`src/verilog/ict_pkg.sv`:
```
// Package for the instruction cycle timing sequencer: classes, operand kinds, counts.
// Assumes a single core clock in which one clock edge is one state time.
package ict_pkg;

  // Instruction classes the sequencer times
  typedef enum logic [3:0] {
    ICT_TABLE_INDIRECT_JUMP = 4'h0,
    ICT_POWER_SAVING_ENTRY = 4'h1,
    ICT_EXTENDED_FAR_CALL = 4'h2,
    ICT_LONG_CALL = 4'h3,
    ICT_SHORT_CALL = 4'h4,
    ICT_SUBROUTINE_EXIT = 4'h5,
    ICT_INTERRUPT_HANDLER_EXIT = 4'h6,
    ICT_SOFTWARE_TRAP = 4'h7,
    ICT_PLAIN_BLOCK_MOVE = 4'h8,
    ICT_INTERRUPTIBLE_BLOCK_MOVE = 4'h9,
    ICT_EXTENDED_INTERRUPTIBLE_BLOCK_MOVE = 4'ha
  } ict_class_t;

  // Operand placement: register/register, memory/register, memory/memory
  typedef enum logic [1:0] {
    ICT_OPS_REG_REG = 2'h0,
    ICT_OPS_MEM_REG = 2'h1,
    ICT_OPS_MEM_MEM = 2'h2
  } ict_ops_t;

  // Sequencer states, one-hot
  typedef enum logic [2:0] {
    ICT_IDLE = 3'b001,
    ICT_RUN = 3'b010,
    ICT_MOVE = 3'b100
  } ict_state_t;

  localparam int ICT_CW = 8;
  localparam logic [7:0] ICT_TABLE_INDIRECT_JUMP_REG = 8'h06;
  localparam logic [7:0] ICT_TABLE_INDIRECT_JUMP_MEM = 8'h08;
  localparam logic [7:0] ICT_PWR_ENTRY = 8'h03;
  localparam logic [7:0] ICT_EFCALL_REG_1M = 8'h02;
  localparam logic [7:0] ICT_EFCALL_MEM_1M = 8'h04;
  localparam logic [7:0] ICT_TRAP_REG_1M = 8'h04;
  localparam logic [7:0] ICT_TRAP_MEM_1M = 8'h06;
  localparam logic [7:0] ICT_TRAP_64K = 8'h03;
  localparam logic [7:0] ICT_EXIT_REG_1M = 8'h02;
  localparam logic [7:0] ICT_EXIT_REG_64K = 8'h01;
  localparam logic [7:0] ICT_EXIT_MEM_1M = 8'h06;
  localparam logic [7:0] ICT_EXIT_MEM_64K = 8'h03;
  localparam logic [7:0] ICT_CALL_REG_1M = 8'h02;
  localparam logic [7:0] ICT_CALL_MEM_1M = 8'h04;
  localparam logic [7:0] ICT_CALL_64K = 8'h01;
  localparam logic [7:0] ICT_PLAIN_BLOCK_MOVE_BASE = 8'h05;
  localparam logic [7:0] ICT_EBMOV_BASE = 8'h09;
  localparam logic [7:0] ICT_WORD_RR = 8'h01;
  localparam logic [7:0] ICT_WORD_MR = 8'h03;
  localparam logic [7:0] ICT_WORD_MM = 8'h05;
  localparam logic [7:0] ICT_INTERRUPTIBLE_BLOCK_MOVE_INT = 8'h06;
  localparam logic [7:0] ICT_EXTENDED_INTERRUPTIBLE_BLOCK_MOVE_INT = 8'h0a;
  localparam logic [7:0] ICT_CNT_RESET = 8'h00;
  localparam logic [15:0] ICT_WORDS_RESET = 16'h0000;

endpackage

```
`src/verilog/ict_sequencer.sv`:
```
// Instruction cycle timing sequencer: holds busy for the state-time count of each class.
// Assumes the decoder gives one start pulse with class, operands and mode on the same
// clock; stack location and addressing mode come from core logic on this clock.
// Contract
// - Table indirect jump takes 8 state times with both operands in memory, 6 otherwise.
// - Power saving entry takes 3 state times whatever the key.
// - Extended far call with register stack takes 2 state times in 1-Mbyte mode.
// - Extended far call with memory stack takes 4 state times in 1-Mbyte mode.
// - Software trap with register stack takes 4 in 1-Mbyte mode and 3 in 64-Kbyte mode.
// - Software trap with memory stack takes 6 in 1-Mbyte mode and 3 in 64-Kbyte mode.
// - Subroutine and handler exits, register stack, take 2 (1-Mbyte) or 1 (64-Kbyte).
// - Subroutine and handler exits, memory stack, take 6 (1-Mbyte) or 3 (64-Kbyte).
// - Long call takes 2/1 with register stack and 4/1 with memory stack, 1-Mbyte/64-Kbyte.
// - Short call takes 2/1 with register stack and 4/1 with memory stack, 1-Mbyte/64-Kbyte.
// - Extended interruptible move costs 9 plus 1, 3 or 5 per word plus 10 per interrupt.
// - Plain block move costs 5 plus 1, 3 or 5 per word.
// - Interruptible block move costs 5 plus 1, 3 or 5 per word plus 6 per interrupt.
`timescale 1ns/1ps
module ict_sequencer
  import ict_pkg::*;
(
  // Clock and reset
  input wire logic clock_in,
  input wire logic rstn_in,
  // Instruction start
  input wire logic start_in,
  input wire ict_pkg::ict_class_t class_in,
  input wire ict_pkg::ict_ops_t ops_in,
  input wire logic [15:0] words_in,
  // Configuration
  input wire logic mode_1mbyte_in,
  input wire logic stack_in_regs_in,
  // Interrupt request during moves
  input wire logic irq_in,
  // Status
  output logic busy_out,
  output logic done_out,
  output logic irq_taken_out,
  output logic [7:0] count_out
);
  import ict_pkg::*;

  ict_state_t state_r, state_nxt;
  logic [7:0] cnt_r, cnt_nxt;
  logic [15:0] words_r, words_nxt;
  logic [7:0] per_word_r, per_word_nxt;
  logic [7:0] int_cost_r, int_cost_nxt;
  logic intr_ok_r, intr_ok_nxt;
  logic done_r, done_nxt;
  logic taken_r, taken_nxt;
  logic [7:0] fixed_cost;

  // Per-word cost by operand placement
  function automatic logic [7:0] word_cost(input ict_ops_t ops);
    case (ops)
      ICT_OPS_REG_REG: word_cost = ICT_WORD_RR;
      ICT_OPS_MEM_REG: word_cost = ICT_WORD_MR;
      default: word_cost = ICT_WORD_MM;
    endcase
  endfunction

  // Pick the column: stack location then addressing mode
  function automatic logic [7:0] col(input logic m1, input logic regs,
      input logic [7:0] r1, input logic [7:0] r64, input logic [7:0] s1,
      input logic [7:0] s64);
    if (regs)
      col = m1 ? r1 : r64;
    else
      col = m1 ? s1 : s64;
  endfunction

  // Fixed cost of each class, the base cost for block moves
  always_comb
  begin
    fixed_cost = ICT_PWR_ENTRY;
    case (class_in)
      ICT_TABLE_INDIRECT_JUMP: fixed_cost = (ops_in == ICT_OPS_MEM_MEM) ?
          ICT_TABLE_INDIRECT_JUMP_MEM : ICT_TABLE_INDIRECT_JUMP_REG;
      ICT_POWER_SAVING_ENTRY: fixed_cost = ICT_PWR_ENTRY;
      ICT_EXTENDED_FAR_CALL: fixed_cost = stack_in_regs_in ?
          ICT_EFCALL_REG_1M : ICT_EFCALL_MEM_1M;
      ICT_SOFTWARE_TRAP: fixed_cost = col(mode_1mbyte_in, stack_in_regs_in,
          ICT_TRAP_REG_1M, ICT_TRAP_64K, ICT_TRAP_MEM_1M, ICT_TRAP_64K);
      ICT_SUBROUTINE_EXIT, ICT_INTERRUPT_HANDLER_EXIT: fixed_cost = col(mode_1mbyte_in,
          stack_in_regs_in, ICT_EXIT_REG_1M, ICT_EXIT_REG_64K, ICT_EXIT_MEM_1M,
          ICT_EXIT_MEM_64K);
      ICT_LONG_CALL, ICT_SHORT_CALL: fixed_cost = col(mode_1mbyte_in, stack_in_regs_in,
          ICT_CALL_REG_1M, ICT_CALL_64K, ICT_CALL_MEM_1M, ICT_CALL_64K);
      ICT_EXTENDED_INTERRUPTIBLE_BLOCK_MOVE: fixed_cost = ICT_EBMOV_BASE;
      default: fixed_cost = ICT_PLAIN_BLOCK_MOVE_BASE;
    endcase
  end

  // Next state: fixed phase counts down, move phase charges per word and per interrupt
  always_comb
  begin
    state_nxt = state_r;
    cnt_nxt = cnt_r;
    words_nxt = words_r;
    per_word_nxt = per_word_r;
    int_cost_nxt = int_cost_r;
    intr_ok_nxt = intr_ok_r;
    done_nxt = 1'b0;
    taken_nxt = 1'b0;
    case (state_r)
      ICT_IDLE:
      begin
        if (start_in)
        begin
          state_nxt = ICT_RUN;
          cnt_nxt = fixed_cost;
          per_word_nxt = word_cost(ops_in);
          words_nxt = (class_in >= ICT_PLAIN_BLOCK_MOVE) ? words_in : ICT_WORDS_RESET;
          intr_ok_nxt = (class_in == ICT_INTERRUPTIBLE_BLOCK_MOVE) ||
              (class_in == ICT_EXTENDED_INTERRUPTIBLE_BLOCK_MOVE);
          int_cost_nxt = (class_in == ICT_EXTENDED_INTERRUPTIBLE_BLOCK_MOVE) ?
              ICT_EXTENDED_INTERRUPTIBLE_BLOCK_MOVE_INT : ICT_INTERRUPTIBLE_BLOCK_MOVE_INT;
        end
      end
      ICT_RUN, ICT_MOVE:
      begin
        if (cnt_r > 8'h01)
          cnt_nxt = cnt_r - 8'h01;
        else if (words_r != ICT_WORDS_RESET && intr_ok_r && irq_in)
        begin
          cnt_nxt = int_cost_r;
          taken_nxt = 1'b1;
          state_nxt = ICT_MOVE;
        end
        else if (words_r != ICT_WORDS_RESET)
        begin
          cnt_nxt = per_word_r;
          words_nxt = words_r - 16'h0001;
          state_nxt = ICT_MOVE;
        end
        else
        begin
          cnt_nxt = ICT_CNT_RESET;
          done_nxt = 1'b1;
          state_nxt = ICT_IDLE;
        end
      end
      default: state_nxt = ICT_IDLE;
    endcase
  end

  // State registers
  always_ff @(posedge clock_in or negedge rstn_in)
  begin
    if (!rstn_in)
    begin
      state_r <= ICT_IDLE;
      cnt_r <= ICT_CNT_RESET;
      words_r <= ICT_WORDS_RESET;
      per_word_r <= ICT_CNT_RESET;
      int_cost_r <= ICT_CNT_RESET;
      intr_ok_r <= 1'b0;
      done_r <= 1'b0;
      taken_r <= 1'b0;
    end
    else
    begin
      state_r <= state_nxt;
      cnt_r <= cnt_nxt;
      words_r <= words_nxt;
      per_word_r <= per_word_nxt;
      int_cost_r <= int_cost_nxt;
      intr_ok_r <= intr_ok_nxt;
      done_r <= done_nxt;
      taken_r <= taken_nxt;
    end
  end

  // Outputs
  assign busy_out = (state_r != ICT_IDLE);
  assign done_out = done_r;
  assign irq_taken_out = taken_r;
  assign count_out = cnt_r;

  // Assertions
  a_table_indirect_jump_mem_time: assert property (@(posedge clock_in) disable iff (!rstn_in)
      (state_r == ICT_IDLE && start_in && class_in == ICT_TABLE_INDIRECT_JUMP &&
      ops_in == ICT_OPS_MEM_MEM) |=> busy_out [*8] ##1 done_out)
    else $error("table jump memory timing wrong");
  a_table_indirect_jump_reg_time: assert property (@(posedge clock_in) disable iff (!rstn_in)
      (state_r == ICT_IDLE && start_in && class_in == ICT_TABLE_INDIRECT_JUMP &&
      ops_in != ICT_OPS_MEM_MEM) |=> busy_out [*6] ##1 done_out)
    else $error("table jump register timing wrong");
  a_power_entry_time: assert property (@(posedge clock_in) disable iff (!rstn_in)
      (state_r == ICT_IDLE && start_in && class_in == ICT_POWER_SAVING_ENTRY)
      |=> ##3 done_out)
    else $error("power entry timing wrong");
  a_far_call_reg: assert property (@(posedge clock_in) disable iff (!rstn_in)
      (state_r == ICT_IDLE && start_in && class_in == ICT_EXTENDED_FAR_CALL &&
      stack_in_regs_in) |=> ##2 done_out)
    else $error("far call register stack timing wrong");
  a_far_call_mem: assert property (@(posedge clock_in) disable iff (!rstn_in)
      (state_r == ICT_IDLE && start_in && class_in == ICT_EXTENDED_FAR_CALL &&
      !stack_in_regs_in) |=> !done_out [*4] ##1 done_out)
    else $error("far call memory stack timing wrong");
  a_trap_reg_1m: assert property (@(posedge clock_in) disable iff (!rstn_in)
      (state_r == ICT_IDLE && start_in && class_in == ICT_SOFTWARE_TRAP &&
      stack_in_regs_in && mode_1mbyte_in) |=> ##4 done_out)
    else $error("trap register stack timing wrong");
  a_trap_mem_1m: assert property (@(posedge clock_in) disable iff (!rstn_in)
      (state_r == ICT_IDLE && start_in && class_in == ICT_SOFTWARE_TRAP &&
      !stack_in_regs_in && mode_1mbyte_in) |=> ##6 done_out)
    else $error("trap memory stack timing wrong");
  a_exit_reg_64k: assert property (@(posedge clock_in) disable iff (!rstn_in)
      (state_r == ICT_IDLE && start_in && class_in == ICT_SUBROUTINE_EXIT &&
      stack_in_regs_in && !mode_1mbyte_in) |=> ##1 done_out)
    else $error("exit register 64K timing wrong");
  a_exit_mem_1m: assert property (@(posedge clock_in) disable iff (!rstn_in)
      (state_r == ICT_IDLE && start_in && class_in == ICT_INTERRUPT_HANDLER_EXIT &&
      !stack_in_regs_in && mode_1mbyte_in) |=> ##6 done_out)
    else $error("exit memory 1M timing wrong");
  a_long_call_mem: assert property (@(posedge clock_in) disable iff (!rstn_in)
      (state_r == ICT_IDLE && start_in && class_in == ICT_LONG_CALL &&
      !stack_in_regs_in && mode_1mbyte_in) |=> ##4 done_out)
    else $error("long call timing wrong");
  a_short_call_64k: assert property (@(posedge clock_in) disable iff (!rstn_in)
      (state_r == ICT_IDLE && start_in && class_in == ICT_SHORT_CALL &&
      !mode_1mbyte_in) |=> ##1 done_out)
    else $error("short call timing wrong");
  a_plain_move_one: assert property (@(posedge clock_in) disable iff (!rstn_in)
      (state_r == ICT_IDLE && start_in && class_in == ICT_PLAIN_BLOCK_MOVE &&
      words_in == 16'h0001 && ops_in == ICT_OPS_MEM_MEM) |=> ##10 done_out)
    else $error("plain move timing wrong");
  a_irq_charge: assert property (@(posedge clock_in) disable iff (!rstn_in)
      irq_taken_out |-> (count_out == ICT_INTERRUPTIBLE_BLOCK_MOVE_INT || count_out == ICT_EXTENDED_INTERRUPTIBLE_BLOCK_MOVE_INT)
      && busy_out)
    else $error("interrupt overhead not charged");
endmodule

```
`config.mk`:
```
export PLATFORM = sky130hd
export DESIGN_NAME = ict_sequencer
export DESIGN_NICKNAME = d
export VERILOG_FILES = /design/src/verilog/ict_pkg.sv /design/src/verilog/ict_sequencer.sv
export SDC_FILE = /design/constraint.sdc
export NUM_CORES = 1
export LEC_CHECK = 0
export BUFFER_PORTS_ARGS = -buffer_cell sky130_fd_sc_hd__buf_2
export CORE_MARGIN = 4
export CORE_UTILIZATION = 42
export DETAILED_ROUTE_END_ITERATION = 10
export PLACE_DENSITY = 0.68
export SETUP_SLACK_MARGIN = 0.3
export SLEW_MARGIN = 15
export SYNTH_ARGS = -nofsm -noshare
export SYNTH_HDL_FRONTEND = slang
export SYNTH_SLANG_ARGS = --single-unit
```
`constraint.sdc`:
```
create_clock -name clock_in -period 4 [get_ports clock_in]
set_clock_uncertainty 0.05 [all_clocks]
set_input_delay 0.6 -clock clock_in [delete_from_list [all_inputs] [get_ports clock_in]]
set_output_delay 0.6 -clock clock_in [all_outputs]
set_load 0.005 [all_outputs]
```
-- After elaboration in Yosys (flattened, before gate mapping)
Cells that the tools add are included.
- add/sub/neg operators: 2
- order comparisons: 2
- equal/unequal tests: 19
- multiplexer cells: 35
- reduce and logical (&&, ||, !) cells: 14
- operators with widths (cell ; number):
    16-bit two-way mux ; 5
    3-bit two-way mux ; 11
    8-bit two-way mux ; 4
    16-bit case mux with 2 select lines ; 1
    4-bit case mux with 7 select lines ; 1
    4-bit by 3-bit == test with 1-bit output (second input constant) ; 4
    8-bit case mux with 2 select lines ; 1
    16-bit nonzero test ; 1
    16-bit by 1-bit subtractor with 16-bit output (second input constant) ; 1
    3-bit case mux with 2 select lines ; 2
    4-bit by 2-bit == test with 1-bit output (second input constant) ; 2
    4-bit == test (second input constant) ; 2
    8-bit by 1-bit > comparator with 1-bit output (second input constant) ; 1
    4-bit two-way mux ; 2
    2-bit != test (second input constant) ; 4
    8-bit by 1-bit subtractor with 8-bit output (second input constant) ; 1
    1-bit two-way mux ; 7
    2-bit AND reduction ; 3
    2-bit OR reduction ; 3
    5-bit AND reduction ; 1
    4-bit by 1-bit == test with 1-bit output (second input constant) ; 1
    4-bit >= comparator (second input constant) ; 1
    4-bit logical NOT ; 1
    3-bit by 1-bit == test with 1-bit output (second input constant) ; 1
    10 further kinds ; 11
- flip-flop bits (word level): 46
- input port bits: 28
- output and inout port bits: 11
- word-level logic and storage cells: 80

-- Logic depth before layout (Yosys ltp)
- depth in word-level cells: 6
- gate-level depth with buffers: 9
- depth with buffers taken out: 7

-- Worst setup path before layout
OpenSTA, ideal clock, no wires.
- path type: reg2reg
- from: register cnt_r[4] (netlist: count_out[4])
- to: register cnt_r[3] (netlist: count_out[3])
- library setup time: 0.135 ns
- data arrival time: 1.972 ns
- required time: 3.815 ns
- setup slack: 1.843 ns
- stages on the path, launching flop included: 8
- buffers on the path: 2
- period minus slack after synthesis: 2.157 ns
- cell sequence: dfrtp_1 -> buf_6 -> or4_4 -> nor4_4 -> nor2_2 -> buf_6 -> a221oi_1 -> o31ai_1
- cells in the longest elaborated chain, start to end: 3
- ends and longest elaborated chain (element ; line ; text):
    start: declaration ; ict_sequencer.sv:44 ; logic [7:0] cnt_r, cnt_nxt;
    start signal: assignment ; ict_sequencer.sv:164 ; cnt_r <= cnt_nxt;
    8-bit by 1-bit > comparator with 1-bit output ; ict_sequencer.sv:122 ; if (cnt_r > 8'h01)
    8-bit two-way mux ; ict_sequencer.sv:122 ;
    8-bit case mux with 2 select lines ; ict_sequencer.sv:105 ; case (state_r)
Every way passes these cells.
A chain may end at the register's enable or synchronous reset.

-- Worst setup path after layout
- from: register words_r[0]
- to: register words_r[4]
- cells in the longest elaborated chain, start to end: 5
- elaborated cells between the ends (all ways): 11
- classes of those cells: add/sub (1); eq/ne (2); mux (4); reduce/logical (4)
- ends and longest elaborated chain (element ; line ; text):
    start: declaration ; ict_sequencer.sv:45 ; logic [15:0] words_r, words_nxt;
    start signal: assignment ; ict_sequencer.sv:165 ; words_r <= words_nxt;
    16-bit by 1-bit subtractor with 16-bit output / 16-bit nonzero test (equally long branches) ; ict_sequencer.sv:133, ict_sequencer.sv:124, ict_sequencer.sv:130 ;
    16-bit two-way mux / 1-bit logical AND (equally long branches) ; ict_sequencer.sv:130, ict_sequencer.sv:124 ;
    16-bit two-way mux / 1-bit logical AND (equally long branches) ; ict_sequencer.sv:124 ; else if (words_r != ICT_WORDS_RESET && intr_ok_r && irq_in)
    16-bit two-way mux / 2-bit != test (equally long branches) ; n/a ;
    16-bit case mux with 2 select lines / 5-bit AND reduction (equally long branches) ; n/a ;
Parallel ways exist; a longest one is shown, timed or not. The select of a mux whose other input is x is not followed.

==> run summary <==
The run finished with clean final reports. The cell-internal power came out at between 1000 and 1500 uW. The kind of path behind the tightest hold check is in -> async. Dividing the detail-routed wire length by the instance count gives around 17 um. The first global-routing pass estimated 10,900 um of wire. During synthesis, Yosys emitted a total of 0 warnings.

The worst setup path is captured at a flop. The most common cell in the synthesized netlist is dfrtp_1. The maximum frequency from static timing analysis came out at 337 MHz. The number of buffers inserted during clock tree synthesis came out at 5. The synthesized area per cell came out at 8.67 sq um. The die is around 84 um tall. Routability-driven placement finished with a final weighted congestion of 0.836. The cell type with the highest aggregate area in the netlist is dfrtp_1.

After detailed routing, the total wire length is 6470 um. Row generation in the floorplan step produced 27 rows. The post-synthesis net count came out at approximately 310. The number of global-route vias before repair is 2,282. In this run, post-CTS repair resized a total of 0 instances. Walking the worst path, the cells encountered are inv_1 -> ha_1 -> nor3b_2 -> nand4_2 -> o2111ai_2 -> and2_1 -> o22ai_1. The transition at the pin with the smallest max-transition slack came out at around 0.91 ns. Dividing total power by cell area gives a power density of about 750 mW/mm^2. Once the floorplan was initialized, standard cells occupied 43.7% of the core.

The sequential-to-total area share from yosys stat is 36.0%. The count of nets left with antenna violations after detail routing came out at 0. Along the worst path, the maximum fanout reaches 14. The max-slew violation count is 0. The total clock sinks is 35.

The final total negative setup slack came out at 0 ns. The number of antenna violations at the first check in global routing came out at 0. The diode insertion count for antenna repair came out at 0.

The sequential power share is about a third. The combinational fraction of design power is 50.7%. For the worst setup path, the data arrival time is 3.07 ns. After clock tree synthesis, the setup repair step added 0 buffers. The die outline width came out at 84.2 um. The count of flip-flops with a built-in enable after synthesis is 0.

The category of the worst setup path launch point is a flop. Buffers placed on the I/O ports in this run total 38. After global routing the overflow that remains totals 0. The number of library cell types mapped by synthesis is 65. The peak per-stage delay on the critical path is 0.69 ns.

The fraction of layout instances using a drive strength above 1 came out at between 20% and 30%. The overall global routing resource usage came out at 18.5%. The fraction of synthesized cell area taken by the top area cell type is 34.9%. In this run the cell area of the synthesized design comes to 0.00244 sq mm.

Counting flops and latches in the post-synthesis netlist gives 35. Setup repair after global routing left no endpoint under its margin. The H-tree depth came out at 2. The clock tree buffer depth is 2.

Summing all placed instances gives a cell area of 0.00265 sq mm. The tool flagged a number of max-cap violations equal to 0. The switching share of total power came out at 46.9%.

The vias per cell is 6.12. Among all stages on the critical path, the largest delay is contributed by and2_1. The part of the total power dissipated in the clock network came out at roughly 16%. For this design the static power due to leakage is between 0.001 and 0.0015 uW. The half-perimeter wire length after placement came out at 4500 um. The area growth from synthesis to layout is 13.3%.

The period utilization is between 70% and 80%. The worst setup path is of the reg -> reg kind. The cell area after layout came out at 0.00276 sq mm.

The async set or reset register ratio after synthesis is between 90% and 100%. The clock period could shrink to ~3 ns. The number of failing setup endpoints in the final timing report is 0. The core region is ~0.0056 sq mm. By area the synthesized netlist is led by dfrtp_1 35%, a21oi_1 4.9%, nand2_1 4.0%.

The pin count of the biggest net entering global routing came out at 36. The top-level port count is 39. In the synthesized netlist the dominant register cell turns out to be dfrtp_1. TritonCTS built the clock tree. The die covers slightly above 0.007 sq mm. The largest vdd supply drop came out at 247 uV. The number of DRC violations after detailed-routing iteration 0 is 310.

The first-pass iteration count of the detailed router is 4. The number of remaining DRC errors came out at 0. The worst slew slack as a fraction of its limit came out at 39.0%.

Clock tree synthesis selected as its root buffer the cell clkbuf_8. The post-layout net count is 343. The hold-fix buffer count after cts came out at 0. After layout, the design draws a total of 2080 uW. The worst endpoint required time is between 4 and 5 ns. The total vias in the final route came out at around 2,400. The worst reg-to-reg setup slack is 1.03 ns. The number of hold violations in the final report was 0. The clock input transition at the sequential cells of the worst setup and hold paths is 0.08 ns. Synthesis produced roughly 280 cells. The analysis attributes to net switching a power of between 900 and 1000 uW. Clock latency on the worst-skew pair, taken at its later pin, is between 0.2 and 0.3 ns.

The commonest cells after synthesis are 34 x dfrtp_1, 26 x nand2_1, 24 x a21oi_1.
-- layer usage --
metal	track usage, %	part of all wire (%)
met1	26.2	47
met2	28.6	45
met3	2.85	6.0
met4	6.58	1.3
met5	0	0
-- layout make-up --
cell class	instances	area, sq um
multi-input combinational	213	1410
sequential	35	877
inverter	16	60.1
clock inverter	3	43.8
tap	72	90.1
timing repair buffer	41	213
fill	546	2810
clock buffer	5	68.8
-- sequential cells by signal, indices dropped and copies added (netlist names) --
| register | flops |
|---|---|
| words_r | 16 |
| intr_ok_r | 1 |
| state_r | 3 |
| count_out | 8 |
| per_word_r | 3 |
| done_out | 1 |
| int_cost_r | 2 |
| irq_taken_out | 1 |
-- worst paths after layout --
kind | start | endpoint | cells past startpoint
hold / removal | rstn_in | words_r[4]$_DFFE_PN0P_ | 1
hold reg to reg | per_word_r[1]$_DFFE_PN0P_ | per_word_r[1]$_DFFE_PN0P_ | 2
setup / recovery | words_r[0]$_DFFE_PN0P_ | words_r[4]$_DFFE_PN0P_ | 7
min in group clock_in | per_word_r[1]$_DFFE_PN0P_ | per_word_r[1]$_DFFE_PN0P_ | 2
setup reg to reg | words_r[0]$_DFFE_PN0P_ | words_r[4]$_DFFE_PN0P_ | 7
max in group asynchronous | rstn_in | count_out[0]$_DFFE_PN0P_ | 1
-- worst max-delay path, delay by kind of cell (launching register included) --
family / cells / cell delay, ns
fa+ha+maj: 1 / 0.20
buf+inv: 1 / 0.07
flops: 1 / 0.42
compound gates: 2 / 0.76
simple gates: 3 / 1.32
-- layout by cell type (no fill, tap or decap), types with 9 or more instances in the layout --
cell	count
nor2_1	18
nand3_1	9
dfrtp_1	34
inv_1	16
o22ai_1	10
nand2_1	26
buf_2	38
nor3_1	15
a21oi_1	24
-- kinds of logic (layout without fill, tap and decap cells) --
group	count (synthesis)	count (layout)	share of synthesized area, %
and+or+nand+nor	105	105	24.9
adders and majority gates	4	4	1.95
buffers and inverters	33	65	6.42
muxes	3	3	1.23
xor gates and xnor gates	3	3	1.08
AOI/OAI and AO/OA	98	98	28.4
DFF	35	35	36.0
-- power groups by stage --
stage          Clock [uW]  Sequential, uW  Combinational (uW)
2_1_floorplan           0             652                 836
3_3_place_gp            0             693                1040
3_5_place_dp            0             703                1050
4_1_cts               332             696                1050
5_1_grt               347             728                1170
6_report              326             699                1050
-- through the flow --
stage	instances	util [%]	hold WS [ns]	setup slack, ns
final	385	49.6	0.338	1.03
after global routing	385	49.6	0.404	0.767
after CTS	385	49.6	0.380	1.05
after detailed placement	377	47.5	0.421	1.07
after global placement	377	47.5	0.403	1.18
after floorplan	281	-	0.254	1.84
(Power assumes the default switching activity.)
